`src/hw/swt_pkg.sv`:
```
// Constants for the status word transfer block: field positions, masks, modes,
// instruction fields and condition codes.
// Assumes a single clock domain and a core that presents one decoded instruction per cycle.
package swt_pkg;

  // ****************************************************************
  // Status word layout
  // ****************************************************************
  localparam int          SWT_FLAG_N_BIT  = 31;
  localparam int          SWT_FLAG_Z_BIT  = 30;
  localparam int          SWT_FLAG_C_BIT  = 29;
  localparam int          SWT_FLAG_V_BIT  = 28;
  localparam int          SWT_IRQ_DIS_BIT = 7;
  localparam int          SWT_FIQ_DIS_BIT = 6;
  localparam int          SWT_MODE_MSB    = 4;
  localparam logic [31:0] SWT_DEFINED_MASK = 32'hf00000df;
  localparam logic [31:0] SWT_FLAGS_MASK   = 32'hf0000000;
  localparam logic [31:0] SWT_CURRENT_RESET = 32'h000000d3;
  localparam logic [31:0] SWT_SAVED_RESET   = 32'h00000000;

  // ****************************************************************
  // Processor modes and saved word banks
  // ****************************************************************
  localparam logic [4:0] SWT_MODE_USER  = 5'h10;
  localparam logic [4:0] SWT_MODE_FIQ   = 5'h11;
  localparam logic [4:0] SWT_MODE_IRQ   = 5'h12;
  localparam logic [4:0] SWT_MODE_SVC   = 5'h13;
  localparam logic [4:0] SWT_MODE_ABORT = 5'h17;
  localparam logic [4:0] SWT_MODE_UNDEF = 5'h1b;
  localparam int         SWT_BANKS      = 5;

  // ****************************************************************
  // Instruction fields
  // ****************************************************************
  localparam int         SWT_COND_MSB   = 31;
  localparam int         SWT_COND_LSB   = 28;
  localparam int         SWT_CLASS_MSB  = 27;
  localparam int         SWT_CLASS_LSB  = 26;
  localparam int         SWT_IMM_BIT    = 25;
  localparam int         SWT_OPC_MSB    = 24;
  localparam int         SWT_OPC_LSB    = 23;
  localparam int         SWT_SAVED_BIT  = 22;
  localparam int         SWT_WRITE_BIT  = 21;
  localparam int         SWT_SETF_BIT   = 20;
  localparam int         SWT_FULL_BIT   = 16;
  localparam int         SWT_RD_MSB     = 15;
  localparam int         SWT_RD_LSB     = 12;
  localparam int         SWT_ROT_MSB    = 11;
  localparam int         SWT_ROT_LSB    = 8;
  localparam int         SWT_IMM8_MSB   = 7;
  localparam logic [1:0] SWT_CLASS_DP   = 2'h0;
  localparam logic [1:0] SWT_OPC_TEST   = 2'h2;
  localparam logic [3:0] SWT_DP_TST     = 4'h8;
  localparam logic [3:0] SWT_DP_CMN     = 4'hb;

  // ****************************************************************
  // Condition codes
  // ****************************************************************
  localparam logic [3:0] SWT_CC_EQ = 4'h0;
  localparam logic [3:0] SWT_CC_NE = 4'h1;
  localparam logic [3:0] SWT_CC_CS = 4'h2;
  localparam logic [3:0] SWT_CC_CC = 4'h3;
  localparam logic [3:0] SWT_CC_MI = 4'h4;
  localparam logic [3:0] SWT_CC_PL = 4'h5;
  localparam logic [3:0] SWT_CC_VS = 4'h6;
  localparam logic [3:0] SWT_CC_VC = 4'h7;
  localparam logic [3:0] SWT_CC_HI = 4'h8;
  localparam logic [3:0] SWT_CC_LS = 4'h9;
  localparam logic [3:0] SWT_CC_GE = 4'ha;
  localparam logic [3:0] SWT_CC_LT = 4'hb;
  localparam logic [3:0] SWT_CC_GT = 4'hc;
  localparam logic [3:0] SWT_CC_LE = 4'hd;
  localparam logic [3:0] SWT_CC_AL = 4'he;

endpackage

```
`src/hw/swt_cond_eval.sv`:
```
// Condition field evaluator for the status word transfer block.
// Assumes the flags input is the live condition flags of the current status word.
`timescale 1ns/1ps
module swt_cond_eval (
  // Condition and flags
  input  wire logic [3:0] cond_in,
  input  wire logic [3:0] flags_in,
  // Result
  output logic            pass_out
);
  import swt_pkg::*;

  logic n;
  logic z;
  logic c;
  logic v;

  assign n = flags_in[3];
  assign z = flags_in[2];
  assign c = flags_in[1];
  assign v = flags_in[0];

  always_comb begin
    unique case (cond_in)
      SWT_CC_EQ: pass_out = z;
      SWT_CC_NE: pass_out = !z;
      SWT_CC_CS: pass_out = c;
      SWT_CC_CC: pass_out = !c;
      SWT_CC_MI: pass_out = n;
      SWT_CC_PL: pass_out = !n;
      SWT_CC_VS: pass_out = v;
      SWT_CC_VC: pass_out = !v;
      SWT_CC_HI: pass_out = c && !z;
      SWT_CC_LS: pass_out = !c || z;
      SWT_CC_GE: pass_out = (n == v);
      SWT_CC_LT: pass_out = (n != v);
      SWT_CC_GT: pass_out = !z && (n == v);
      SWT_CC_LE: pass_out = z || (n != v);
      SWT_CC_AL: pass_out = 1'b1;
      default:   pass_out = 1'b0;
    endcase
  end

endmodule

```
`src/hw/swt_status_word_transfer.sv`:
```
// Status word transfer logic: current and banked saved status words, the read and
// write transfer instructions, flag updates from data processing and the restore on
// a flag-setting move into the program counter.
// Assumes the core delivers one instruction per cycle with its source operand ready.
//
// Functional notes
// - Transfer executes only when its condition passes; otherwise nothing changes.
// - Transfers decode from test and compare opcodes with set-flags bit clear.
// - Read copies current or mode's saved word into the destination register.
// - Full write moves source register into current or mode's saved word.
// - Flags-only write copies source top four bits, control bits unchanged.
// - In user mode only flags of the current word can change.
// - Saved word bank is chosen by the mode in force at execution.
// - Eleven defined bits: four flags, two disables, five mode bits.
// - Flags-only write of all ones sets all four flags only.
// - Every transfer completes in one cycle with no extra cycles.
// - Flag-setting move into program counter restores current word from saved; outside the five banked modes it has no effect.
// - Test and compare update flags without set-flags unless a transfer or restore wins the cycle; others only when set-flags given.
// - Source bits 31 to 28 go to negative, zero, carry, overflow.
`timescale 1ns/1ps
module swt_status_word_transfer (
  // Clock and reset
  input  wire logic        clk_in,
  input  wire logic        reset_in,
  // Instruction issue
  input  wire logic        instr_valid_in,
  input  wire logic [31:0] instr_in,
  input  wire logic [31:0] src_value_in,
  // Data processing results
  input  wire logic        dp_valid_in,
  input  wire logic [3:0]  dp_opcode_in,
  input  wire logic        dp_set_flags_in,
  input  wire logic [3:0]  dp_alu_flags_in,
  input  wire logic        dp_pc_restore_in,
  // Register file write-back
  output logic             rd_write_out,
  output logic [3:0]       rd_index_out,
  output logic [31:0]      rd_data_out,
  // Status view
  output logic [31:0]      current_status_word_out,
  output logic [31:0]      saved_word_out,
  output logic             transfer_taken_out
);
  import swt_pkg::*;

  // ****************************************************************
  // State
  // ****************************************************************
  logic [31:0] current_status_word;
  logic [31:0] saved_status_word [SWT_BANKS];
  logic [31:0] next_current_status_word;
  logic [31:0] next_saved_status_word [SWT_BANKS];
  logic        next_rd_write;
  logic [3:0]  next_rd_index;
  logic [31:0] next_rd_data;

  // ****************************************************************
  // Decode
  // ****************************************************************
  logic [4:0]  mode;
  logic        user_mode;
  logic [2:0]  bank;
  logic        bank_ok;
  logic        cond_pass;
  logic        is_xfer;
  logic        xfer_exec;
  logic        is_read;
  logic        is_full;
  logic        to_saved;
  logic [31:0] imm_value;
  logic [63:0] imm_double;
  logic [4:0]  rot_amount;
  logic [31:0] wr_value;
  logic [31:0] saved_now;
  logic        dp_flags;

  assign mode      = current_status_word[SWT_MODE_MSB:0];
  assign user_mode = (mode == SWT_MODE_USER);

  // Bank index from the mode in force now.
  always_comb begin
    bank_ok = 1'b1;
    unique case (mode)
      SWT_MODE_FIQ:   bank = 3'h0;
      SWT_MODE_IRQ:   bank = 3'h1;
      SWT_MODE_SVC:   bank = 3'h2;
      SWT_MODE_ABORT: bank = 3'h3;
      SWT_MODE_UNDEF: bank = 3'h4;
      default: begin
        bank    = 3'h0;
        bank_ok = 1'b0;
      end
    endcase
  end

  assign saved_now = bank_ok ? saved_status_word[bank] : 32'h00000000;

  swt_cond_eval u_cond (
    .cond_in  (instr_in[SWT_COND_MSB:SWT_COND_LSB]),
    .flags_in (current_status_word[SWT_FLAG_N_BIT:SWT_FLAG_V_BIT]),
    .pass_out (cond_pass)
  );

  assign is_xfer   = (instr_in[SWT_CLASS_MSB:SWT_CLASS_LSB] == SWT_CLASS_DP) &&
                     (instr_in[SWT_OPC_MSB:SWT_OPC_LSB] == SWT_OPC_TEST) &&
                     !instr_in[SWT_SETF_BIT];
  assign xfer_exec = instr_valid_in && is_xfer && cond_pass;
  assign is_read   = !instr_in[SWT_WRITE_BIT];
  assign is_full   = instr_in[SWT_FULL_BIT];
  assign to_saved  = instr_in[SWT_SAVED_BIT];

  // Rotated eight-bit immediate, rotated right by twice the rotate field.
  assign rot_amount = {instr_in[SWT_ROT_MSB:SWT_ROT_LSB], 1'b0};
  assign imm_double = {24'h000000, instr_in[SWT_IMM8_MSB:0], 24'h000000, instr_in[SWT_IMM8_MSB:0]} >> rot_amount;
  assign imm_value  = imm_double[31:0];
  assign wr_value   = (instr_in[SWT_IMM_BIT] && !is_full) ? imm_value : src_value_in;

  assign dp_flags = dp_valid_in && (dp_set_flags_in ||
                    (dp_opcode_in >= SWT_DP_TST && dp_opcode_in <= SWT_DP_CMN));

  // ****************************************************************
  // Next state
  // ****************************************************************
  always_comb begin
    next_current_status_word = current_status_word;
    next_saved_status_word   = saved_status_word;
    next_rd_write            = 1'b0;
    next_rd_index            = rd_index_out;
    next_rd_data             = rd_data_out;
    if (xfer_exec) begin
      if (is_read) begin
        next_rd_write = 1'b1;
        next_rd_index = instr_in[SWT_RD_MSB:SWT_RD_LSB];
        next_rd_data  = to_saved ? saved_now : current_status_word;
      end else if (to_saved) begin
        if (bank_ok) begin
          if (is_full) begin
            next_saved_status_word[bank] = wr_value & SWT_DEFINED_MASK;
          end else begin
            next_saved_status_word[bank] = {wr_value[31:28], saved_now[27:0]};
          end
        end
      end else if (is_full && !user_mode) begin
        next_current_status_word = wr_value & SWT_DEFINED_MASK;
      end else begin
        next_current_status_word = {wr_value[31:28], current_status_word[27:0]};
      end
    end else if (dp_valid_in && dp_pc_restore_in) begin
      if (bank_ok) begin
        next_current_status_word = saved_now;
      end
    end else if (dp_flags) begin
      next_current_status_word = {dp_alu_flags_in, current_status_word[27:0]};
    end
  end

  always_ff @(posedge clk_in) begin
    if (reset_in) begin
      current_status_word <= SWT_CURRENT_RESET;
      for (int i = 0; i < SWT_BANKS; i++) begin
        saved_status_word[i] <= SWT_SAVED_RESET;
      end
      rd_write_out <= 1'b0;
      rd_index_out <= 4'h0;
      rd_data_out  <= 32'h00000000;
    end else begin
      current_status_word <= next_current_status_word & SWT_DEFINED_MASK;
      for (int i = 0; i < SWT_BANKS; i++) begin
        saved_status_word[i] <= next_saved_status_word[i] & SWT_DEFINED_MASK;
      end
      rd_write_out <= next_rd_write;
      rd_index_out <= next_rd_index;
      rd_data_out  <= next_rd_data;
    end
  end

  assign current_status_word_out = current_status_word;
  assign saved_word_out          = saved_now;
  assign transfer_taken_out      = xfer_exec;

  logic cur_write;
  assign cur_write = xfer_exec && !is_read && !to_saved;
endmodule

```
`config.mk`:
```
export PLATFORM = sky130hd
export DESIGN_NAME = swt_status_word_transfer
export DESIGN_NICKNAME = d
export VERILOG_FILES = /design/src/hw/swt_pkg.sv /design/src/hw/swt_cond_eval.sv /design/src/hw/swt_status_word_transfer.sv
export SDC_FILE = /design/constraint.sdc
export NUM_CORES = 1
export LEC_CHECK = 0
export BUFFER_PORTS_ARGS = -buffer_cell sky130_fd_sc_hd__buf_4
export CAP_MARGIN = 10
export CORE_MARGIN = 5
export CORE_UTILIZATION = 52
export CTS_BUF_LIST = sky130_fd_sc_hd__clkbuf_2
export DETAILED_ROUTE_END_ITERATION = 16
export PLACE_DENSITY = 0.85
export SYNTH_ARGS = -nofsm -noshare
export SYNTH_HDL_FRONTEND = slang
export SYNTH_SLANG_ARGS = --single-unit
```
`constraint.sdc`:
```
create_clock -name clk_in -period 2.8 [get_ports clk_in]
set_input_delay 0.56 -clock clk_in [delete_from_list [all_inputs] [get_ports clk_in]]
set_output_delay 0.56 -clock clk_in [all_outputs]
set_load 0.005 [all_outputs]
```
# Yosys cells after proc, flatten, opt, wreduce, memory -nomap -nowiden
# Index checks and enable logic that the tools add are counted.
# W data, S select, Z words.
[word_totals] out_inout_bits=102 input_bits=78 ff_bits=229 elab_cells=106
[op_classes] n_eq_ne=27 bitwise=3 n_lt_le_gt_ge=4 n_reduce_logical=33 n_shift=1 n_mux=22
[op_table] cell="$mux W32" n=12
[op_table] cell="$bwmux W160" n=2
[op_table] cell="$mux W160" n=1
[op_table] cell="$bmux W32 S3" n=1
[op_table] cell="$demux W32 S3" n=1
[op_table] cell="$shr A40 B5 Y32" n=1
[op_table] cell="$eq A5 B5 Y1 const B" n=6
[op_table] cell="$eq A4 B4 Y1 const B" n=7
[op_table] cell="$mux W28" n=1
[op_table] cell="$eq A4 B3 Y1 const B" n=4
[op_table] cell="$pmux W1 S15" n=1
[op_table] cell="$logic_and A1 B1 Y1" n=12
[op_table] cell="$pmux W3 S4" n=1
[op_table] cell="$eq A4 B2 Y1 const B" n=2
[op_table] cell="$ge A4 B4 Y1 const B" n=2
[op_table] cell="$reduce_and A4 Y1" n=2
[op_table] cell="$logic_not A1 Y1" n=7
[op_table] cell="$reduce_and A5 Y1" n=1
[op_table] cell="$reduce_or A5 Y1" n=1
[op_table] cell="$eq A4 B1 Y1 const B" n=1
[op_table] cell="$le A4 B4 Y1 const B" n=1
[op_table] cell="$logic_not A4 Y1" n=1
[op_table] cell="$lt A4 B1 Y1 const B" n=1
[op_table] cell="$ne A2 B2 Y1 const B" n=2
[op_table] cell="other kinds (14)" n=19

# Logic depth before layout (Yosys ltp)
# Gate-level depths: netlist of run 1.
[logic_depth] word_depth=10 ltp_mapped=9 ltp_nobuf=8

# Cells and area by module
# From an unflattened synthesis of run 1, not the netlist that was laid out.
[hier_totals] hier_cells=628 area_unflattened_um2=5397.7
[modules_own_cells] mod="swt_status_word_transfer" seq_area_each_um2=1641.6 cells_per_inst=600 area_each_um2=5203.7 n_inst=1
[modules_own_cells] mod="swt_cond_eval" seq_area_each_um2=0.0 cells_per_inst=28 area_each_um2=193.9 n_inst=1

# Least setup slack after synthesis of run 1
# No wires, ideal clock.
[synth_path] kind="input to output" startpoint="input instr_in[29]" endpoint="output transfer_taken_out" t_required_ns=2.240 slack_ns=0.228 stages=7 path_buffers=1 arrival_time_ns=2.012 path_cell_list="buf_2 or4b_4 o311ai_2 a211oi_2 o211ai_1 nand2_2 clkinv_2"
[synth_between] elab_chain_len=3 elab_cells_between_ends=17 cone_classes="eq/ne (14); mux (1); reduce/logical (2)"
[synth_rtl] element="from (decl)" line="swt_status_word_transfer.sv:27" rtl="input wire logic [31:0] instr_in,"
[synth_rtl] element="$eq A4 B4 Y1, or another cell as far along" line="swt_cond_eval.sv:24" rtl="unique case (cond_in)"
[synth_rtl] element="$pmux W1 S15 *" line="swt_cond_eval.sv:24"
[synth_rtl] element="$logic_and A1 B1 Y1 *" line="swt_status_word_transfer.sv:107" rtl="assign xfer_exec = instr_valid_in && is_xfer && cond_pass;"
[synth_rtl] element="to (decl)" line="swt_status_word_transfer.sv:42" rtl="output logic transfer_taken_out"
# Every way passes the cells marked *; elsewhere a longest branch is shown, timed or not.

# Worst setup path after layout of run 1
[layout_path] startpoint="register current_status_word[2] (netlist: current_status_word_out[2])" endpoint="output saved_word_out[28]"
[layout_between] elab_chain_len=7 elab_cells_between_ends=13 cone_classes="eq/ne (5); mux (6); bitwise (1); reduce/logical (1)"
[layout_rtl] element="from (decl)" line="swt_status_word_transfer.sv:49" rtl="logic [31:0] current_status_word;"
[layout_rtl] element="from (signal assigned)" line="swt_status_word_transfer.sv:167" rtl="current_status_word <= next_current_status_word & SWT_DEFINED_MASK;"
[layout_rtl] element="$eq A5 B5 Y1" line="swt_status_word_transfer.sv:83" rtl="unique case (mode)"
[layout_rtl] element="$pmux W3 S4" line="swt_status_word_transfer.sv:83"
[layout_rtl] element="$not A3 Y4 (implied by the code)" line="swt_status_word_transfer.sv:96" rtl="assign saved_now = bank_ok ? saved_status_word[bank] : 32'h00000000;"
[layout_rtl] element="$bmux W32 S3" line="swt_status_word_transfer.sv:96"
[layout_rtl] element="$mux W32 (implied by the code) (2 in a row)" line="swt_status_word_transfer.sv:96"
[layout_rtl] element="$mux W32 *" line="swt_status_word_transfer.sv:96"
[layout_rtl] element="to (decl)" line="swt_status_word_transfer.sv:41" rtl="output logic [31:0] saved_word_out,"
# Every way passes the cells marked *; elsewhere a longest branch is shown, timed or not. The select of a mux whose other input is x is not followed.

==> reports/metrics.cfg, run 1 <==
[finish]
layout.cells.most_common_list = 134 x buf_4, 87 x nor2_1, 78 x mux2i_1, 74 x dfxtp_1, 63 x conb_1
nFillCells = 718
most_common_library_cell_in_the_layout_ignoring_fill_and_taps = buf_4
multi_input_comb_area_um2 = 3100
flow.area_growth_from_synthesis_pct = 24.1
drive_gt1_share_pct = 33.6
final_net_count = 779
finalInstanceArea_um2 = 6250
ff_latch_area_um2 = 1660
antenna_cells_inserted = 0

[route]
routed_via_density = 5.92
antenna_violating_nets_post_route = 0
post-route-drc-count = 0
route.detailed.wl_per_inst_um = 19.0
drt_first_pass_iters = 9
via_count = 4959
detailed_route_wire_length_um = 15900
detailed_route_iter0_violations = 569

[clocking]
cts.clk_slew.worst_paths_ns = 0.24
clk-insertion-delay-late_ns = 0.58
cts_made_buffers = 9
cts_tree = done
cts.hold.buffers_added = 0
cts.sink_count = 82
htreeDepth = 3
cts-root-buf = clkbuf_2
clock_tree.buffer_depth = 2

[power_and_ir_drop]
p_per_area_nw_per_um2 = 595
leakagePower_uw = 0.00278
combPwrFrac_pct = 49.8
power.share.switching_pct = 39.8
power.switching_uw = 1480
seq_power_share_pct = 33.8
internal_pwr_total_uw = 2230
ir_drop_v = 0.000284
clkPwrFrac_pct = 16.4
total_power_uw = 3710

[global_route]
grt_max_degree = 41
final_global_route_overflow_total = 0
first_pass_grt_wire_length_um = 22200
first_global_vias = 4464
antenna_found_initial = 0
grt_usage_pct = 23.9

[floorplanning]
fp.dieH_um = 108
die_width_um = 108
num_io_pins = 180
floorplan.rows = 36
initial_cell_density_of_the_core_pct = 52.5
core_area_um2 = 9590
die_area_um2 = 11700

[setup_path]
critPathKind = register to output pin
worst-endpoint-arrival_ns = 2.63
cp-end-kind = output pin
start_kind = register
critical_path_required_ns = 2.24
timing.critical_path.fanout_max = 2

[yosys]
mappedNetlistArea_um2 = 5030
synth-main-ff-cell = dfxtp_1
synth_async_sr_flop_share_pct = 0
avgSynthCellArea_um2 = 8.65
count_of_state_elements_after_synthesis = 82
synth.top_cells.by_area = dfxtp_1 33%, mux2i_1 16%, buf_4 10%, nor2_1 6.6%, a211oi_2 2.7%
yosysTopAreaCell = dfxtp_1
yosysSeqAreaShare_pct = 32.6
post_synth_edffs = 0
ys_warn_count = 0
synthCells = 582
netlist.area_leader.share_pct = 32.6
yosys.cell_types.count = 62

[sta]
hold_viol_final = 0
maxClockFrequency_ghz = 0.313
finalSetupViolations = 11
finalWorstSetupSlack_ns = -0.390
min_period_over_period_pct = 114
tightest_slew_ns = 0.818
report.final.slew_viol_count = 0
totalNegativeSetupSlack_ns = -1.68
worst_clock_skew_ns = 0.0362
fin_crit_ns = 3.19
rsz0062_at_grt = yes
timing.max_slew.rel_slack_pct = 44.9

[placement]
gpl.final_weighted_congestion = 0.876
placement.io_buffers = 90
post_dp_cell_area_um2 = 5680
detailed_place_hpwl_um = 10600

[status]
status = finished, violations left
violations = setup timing

[hold_path]
hp-class = input pin to register

[run]
max_capacitance_violation_count = 0

[power by group through the flow]
stage	Combinational, uW	Sequential (uW)	Clock [uW]
after floorplan	857	1250	0
after global placement	1370	1260	0
after detailed placement	1400	1270	0
after CTS	1530	1250	608
after global routing	1950	1260	659
final	1850	1250	609
[repair_timing]
item,4_1_cts,5_1_grt
pin swaps,6,9
cloned,0,1
setup endpoints to repair,12,15
resized for setup,30,34
setup buffers,4,23
[flip-flops by register name, summed over array words and instances, names as in the netlist]
| name | flops |
|---|---|
| current_status_word_out | 11 |
| rd_data_out | 11 |
| rd_index_out | 4 |
| rd_write_out | 1 |
| saved_status_word | 55 |
[cell families (layout without fill, tap and decap cells)]
group,after synthesis,in the layout,synth area share [%]
compound gates,99,99,14.9
buf+inv,114,175,14.0
other cells,1,63,0.0745
simple gates,195,195,20.0
mux,89,89,18.0
flops,82,82,32.6
xor+xnor,2,2,0.348
[cells in the mapped netlist (4+ instances only)]
cell and count:
or4_1 5, nand3_1 15, inv_1 11, mux2i_1 78
a21oi_1 20, nand2_1 23, nand2b_1 8, o21ai_1 6
nor3_1 14, o22ai_1 10, o21ai_0 16, nor4_1 8
clkbuf_1 21, nor2b_1 4, a211oi_2 11, buf_2 8
buf_4 67, a22oi_1 4, mux2_2 11, nor2_1 88
dfxtp_1 82
[final cells by class]
| type | instances | share of cell area (%) |
|---|---|---|
| Tap cell | 133 | 2.66 |
| Timing Repair Buffer | 147 | 18.5 |
| Sequential cell | 82 | 26.6 |
| Inverter | 13 | 0.921 |
| Clock buffer | 9 | 0.721 |
| Multi-Input combinational cell | 448 | 49.6 |
| Clock inverter | 6 | 0.941 |
[worst paths after layout]
check                                   from  cells past startpoint  slack [ns]                      to
hold reg to reg              rd_index_out[3]                      2        0.53         rd_index_out[3]
setup / recovery  current_status_word_out[2]                      7       -0.39      saved_word_out[28]
setup reg to reg  current_status_word_out[3]                      9        0.13  saved_status_word[158]
hold / removal                  instr_in[21]                      2        0.16            rd_write_out
[critical path, cell delays in order (launching register included)]
cell	delay, ns
dfxtp_2	0.40
xor2_1	0.16
or3_4	0.38
mux2_2	0.29
a222oi_1	0.41
buf_4	0.20
nor2_1	0.05
buf_4	0.15
[metal layers]
layer | global-route usage [%] | wire length, um | vias up
met5 | 0 | 0 | -
met3 | 4.06 | 1590 | 93
met2 | 40.0 | 7570 | 361
li1 | - | - | 2182
met4 | 13.5 | 855 | 0
met1 | 29.1 | 5910 | 2323
[metrics by stage]
step | worst slack (ns) | std cells | util, % | hold slack [ns]
after floorplan | 0.228 | 644 | - | 0.452
after global placement | 0.112 | 795 | 59.2 | 0.467
after detailed placement | -0.00477 | 795 | 59.2 | 0.482
after CTS | -0.197 | 814 | 61.8 | 0.170
after global routing | -0.496 | 838 | 65.1 | 0.138
final | -0.390 | 838 | 65.1 | 0.165
Note: power is estimated with default switching activity, not from simulation.
==> inputs of run 2 (changes only) <==
--- a/config.mk
+++ b/config.mk
@@ -16,2 +16,3 @@
 export SYNTH_HDL_FRONTEND = slang
 export SYNTH_SLANG_ARGS = --single-unit
+export TNS_END_PERCENT = 30
==> constraint.sdc (replaced) <==
create_clock -name clk_in -period 2.8 [get_ports clk_in]
set_input_delay 0.42 -clock clk_in [delete_from_list [all_inputs] [get_ports clk_in]]
set_output_delay 0.42 -clock clk_in [all_outputs]
set_load 0.005 [all_outputs]
==> reports/metrics.cfg, run 2 (synthesis results as in run 1) <==
[route]
post-route-drc-count = 0  ; unchanged
via_count = 4670  ; -5.8%
antenna_violating_nets_post_route = 0  ; unchanged
route.detailed.wl_per_inst_um = 17.6  ; -7.2%
drt_first_pass_iters = 5  ; -4
routed_via_density = 5.64  ; -4.7%
detailed_route_iter0_violations = 413  ; -27%
detailed_route_wire_length_um = 14600  ; -8.3%

[sta]
report.final.slew_viol_count = 0  ; unchanged
hold_viol_final = 0  ; unchanged
fin_crit_ns = 3.00  ; -0.188 ns
finalWorstSetupSlack_ns = -0.202  ; +0.188 ns
timing.max_slew.rel_slack_pct = 46.3  ; +1.4 points
finalSetupViolations = 10  ; -1
maxClockFrequency_ghz = 0.333  ; +6.3%
min_period_over_period_pct = 107  ; -6.7 points
rsz0062_at_grt = yes
tightest_slew_ns = 0.798  ; -0.0206 ns
hold-worst-slack_ns = 0.0416  ; -0.123 ns
worst_clock_skew_ns = 0.0415  ; +0.00533 ns

[floorplanning]
die_width_um = 108  ; unchanged
core_area_um2 = 9590  ; unchanged
fp.dieH_um = 108  ; unchanged
die_area_um2 = 11700  ; unchanged
num_io_pins = 180  ; unchanged
floorplan.rows = 36  ; unchanged
initial_cell_density_of_the_core_pct = 52.5  ; unchanged

[global_route]
final_global_route_overflow_total = 0  ; unchanged
grt_max_degree = 34  ; -17%
globalRouteMet1Util_pct = 28.5  ; -0.60 points
grt_usage_pct = 23.7  ; -0.29 points
gr-max-usage-layer = met2
grtUsageMet3_pct = 4.60  ; +0.54 points
first_global_vias = 4370  ; -2.1%
grt_util_met2_pct = 39.9  ; -0.089 points
first_pass_grt_wire_length_um = 21900  ; -1.7%
antenna_found_initial = 0  ; unchanged

[hold_path]
min_from = instr_in[13]
min_to = rd_index_out[1]
hp-class = input pin to register
whs_path_depth = 3  ; +1

[finish]
drive_gt1_share_pct = 31.8  ; -1.8 points
most_common_library_cell_in_the_layout_ignoring_fill_and_taps = buf_4
antenna_cells_inserted = 0  ; unchanged
layoutNonFillerInstCount = 828  ; -1.2%
final_net_count = 768  ; -1.4%
top_register = saved_status_word
flow.area_growth_from_synthesis_pct = 21.2
layout.cells.most_common_list = 130 x buf_4, 87 x nor2_1, 78 x mux2i_1, 75 x dfxtp_1, 63 x conb_1
largest_register_ffs = 55  ; unchanged

[setup_path]
worst_r2r_startpoint = current_status_word_out[2]
r2r_setup_slack_ns = -0.15  ; -0.28 ns
critPathKind = register to output pin
timing.critical_path.fanout_max = 5  ; +3
critical_path_required_ns = 2.38  ; +0.14 ns
worst_r2r_endpoint = current_status_word_out[28]
worst-endpoint-arrival_ns = 2.58  ; -0.05 ns
cp-end-kind = output pin
reg2reg_depth = 16  ; +7
start_kind = register

[power_and_ir_drop]
power.switching_uw = 1420  ; -3.8%
clkPwrFrac_pct = 18.7  ; +2.3 points
power.share.switching_pct = 39.8  ; -0.074 points
ir_drop_v = 0.000302  ; +6.4%
combPwrFrac_pct = 46.2  ; -3.6 points
leakagePower_uw = 0.00271  ; -2.6%
seq_power_share_pct = 35.1  ; +1.3 points
internal_pwr_total_uw = 2160  ; -3.5%
p_per_area_nw_per_um2 = 587  ; -1.3%

[placement]
place_worst_setup_slack_ns = 0.188  ; +0.193 ns
placement.io_buffers = 90  ; unchanged
gpl.final_weighted_congestion = 0.928  ; +5.9%
detailed_place_hpwl_um = 10400  ; -1.7%
placedCellCount = 796  ; +0.13%

[clocking]
clk-insertion-delay-late_ns = 0.59  ; about the same
cts-root-buf = clkbuf_2
cts.sink_count = 82  ; unchanged
cts.clk_slew.worst_paths_ns = 0.27  ; +0.03 ns
htreeDepth = 3  ; unchanged
clock_tree.buffer_depth = 2  ; unchanged
cts_made_buffers = 9  ; unchanged
cts_tree = done

[status]
status = finished, violations left
violations = setup timing

[run]
max_capacitance_violation_count = 0  ; unchanged

[run 2: cell types whose count changed in the layout (fill, tap and decap cells not counted), moves of 2 or more]
cell      previous run  this run
buf_4              134       130
buf_6                9         4
clkinv_1             2         0
inv_6                0         2
nor3_2               4         2
nor4_1               4         7
nor4_2               3         1
[run 2: per-stage QoR]
stage               total power [uW]  area (um2)  setup TNS (ns)  utilization, %
finish                          3580        6100          -0.867            63.6
floorplan                       2110        5270               0               -
global route                    3750        6100           -1.76            63.6
detailed placement              2670        5700               0            59.4
CTS                             3470        6010          -0.336            62.7
global placement                2640        5700               0            59.4
[run 2: how the worst max path moves through the flow]
| stage | cells after the start | start | endpoint | slack [ns] |
|---|---|---|---|---|
| global placement | 8 | instr_in[29] | current_status_word_out[4] | 0.28 |
| floorplan | 9 | instr_in[29] | saved_status_word[28] | 0.37 |
| global route | 17 | current_status_word_out[4] | current_status_word_out[28] | -0.26 |
| finish | 7 | current_status_word_out[2] | saved_word_out[28] | -0.20 |
| CTS | 6 | current_status_word_out[2] | saved_word_out[28] | -0.11 |
| detailed placement | 8 | instr_in[30] | current_status_word_out[30] | 0.19 |
[run 2: area by class of cell]
class | count | area [um2]
Clock buffer | 9 | 45.0
Clock inverter | 7 | 77.6
Fill cell | 763 | 3500
Inverter | 13 | 56.3
Multi-Input combinational cell | 448 | 3030
Sequential cell | 82 | 1660
Tap cell | 133 | 166
Timing Repair Buffer | 136 | 1060
[run 2: repair_timing]
| action | 4_1_cts | 5_1_grt |
|---|---|---|
| pin swaps | 5 | 5 |
| setup buffers | 10 | 6 |
| hold buffers | 0 | 0 |
| endpoints found under the setup margin | 12 | 14 |
| resized for setup | 32 | 13 |
[run 2: per-layer routing]
layer / routed length (um) / vias to the layer above
li1: - / 2157
met1: 5460 / 2160
met2: 7060 / 292
met3: 1490 / 61
met4: 590 / 0
met5: 0 / -
[run 2: power by group through the flow]
stage	Sequential, uW	Combinational, uW	Clock [uW]
2_1_floorplan	1250	857	0
4_1_cts	1260	1540	672
5_1_grt	1260	1760	721
6_report	1260	1650	670
3_5_place_dp	1270	1400	0
3_3_place_gp	1270	1370	0
[run 2: critical path, stage by stage, from the launching register on]
cell and delay [ns]:
dfxtp_4 0.43, xor2_1 0.16, or3_4 0.34, mux2_2 0.27
a222oi_1 0.41, buf_4 0.18, nor2_1 0.04, buf_4 0.14
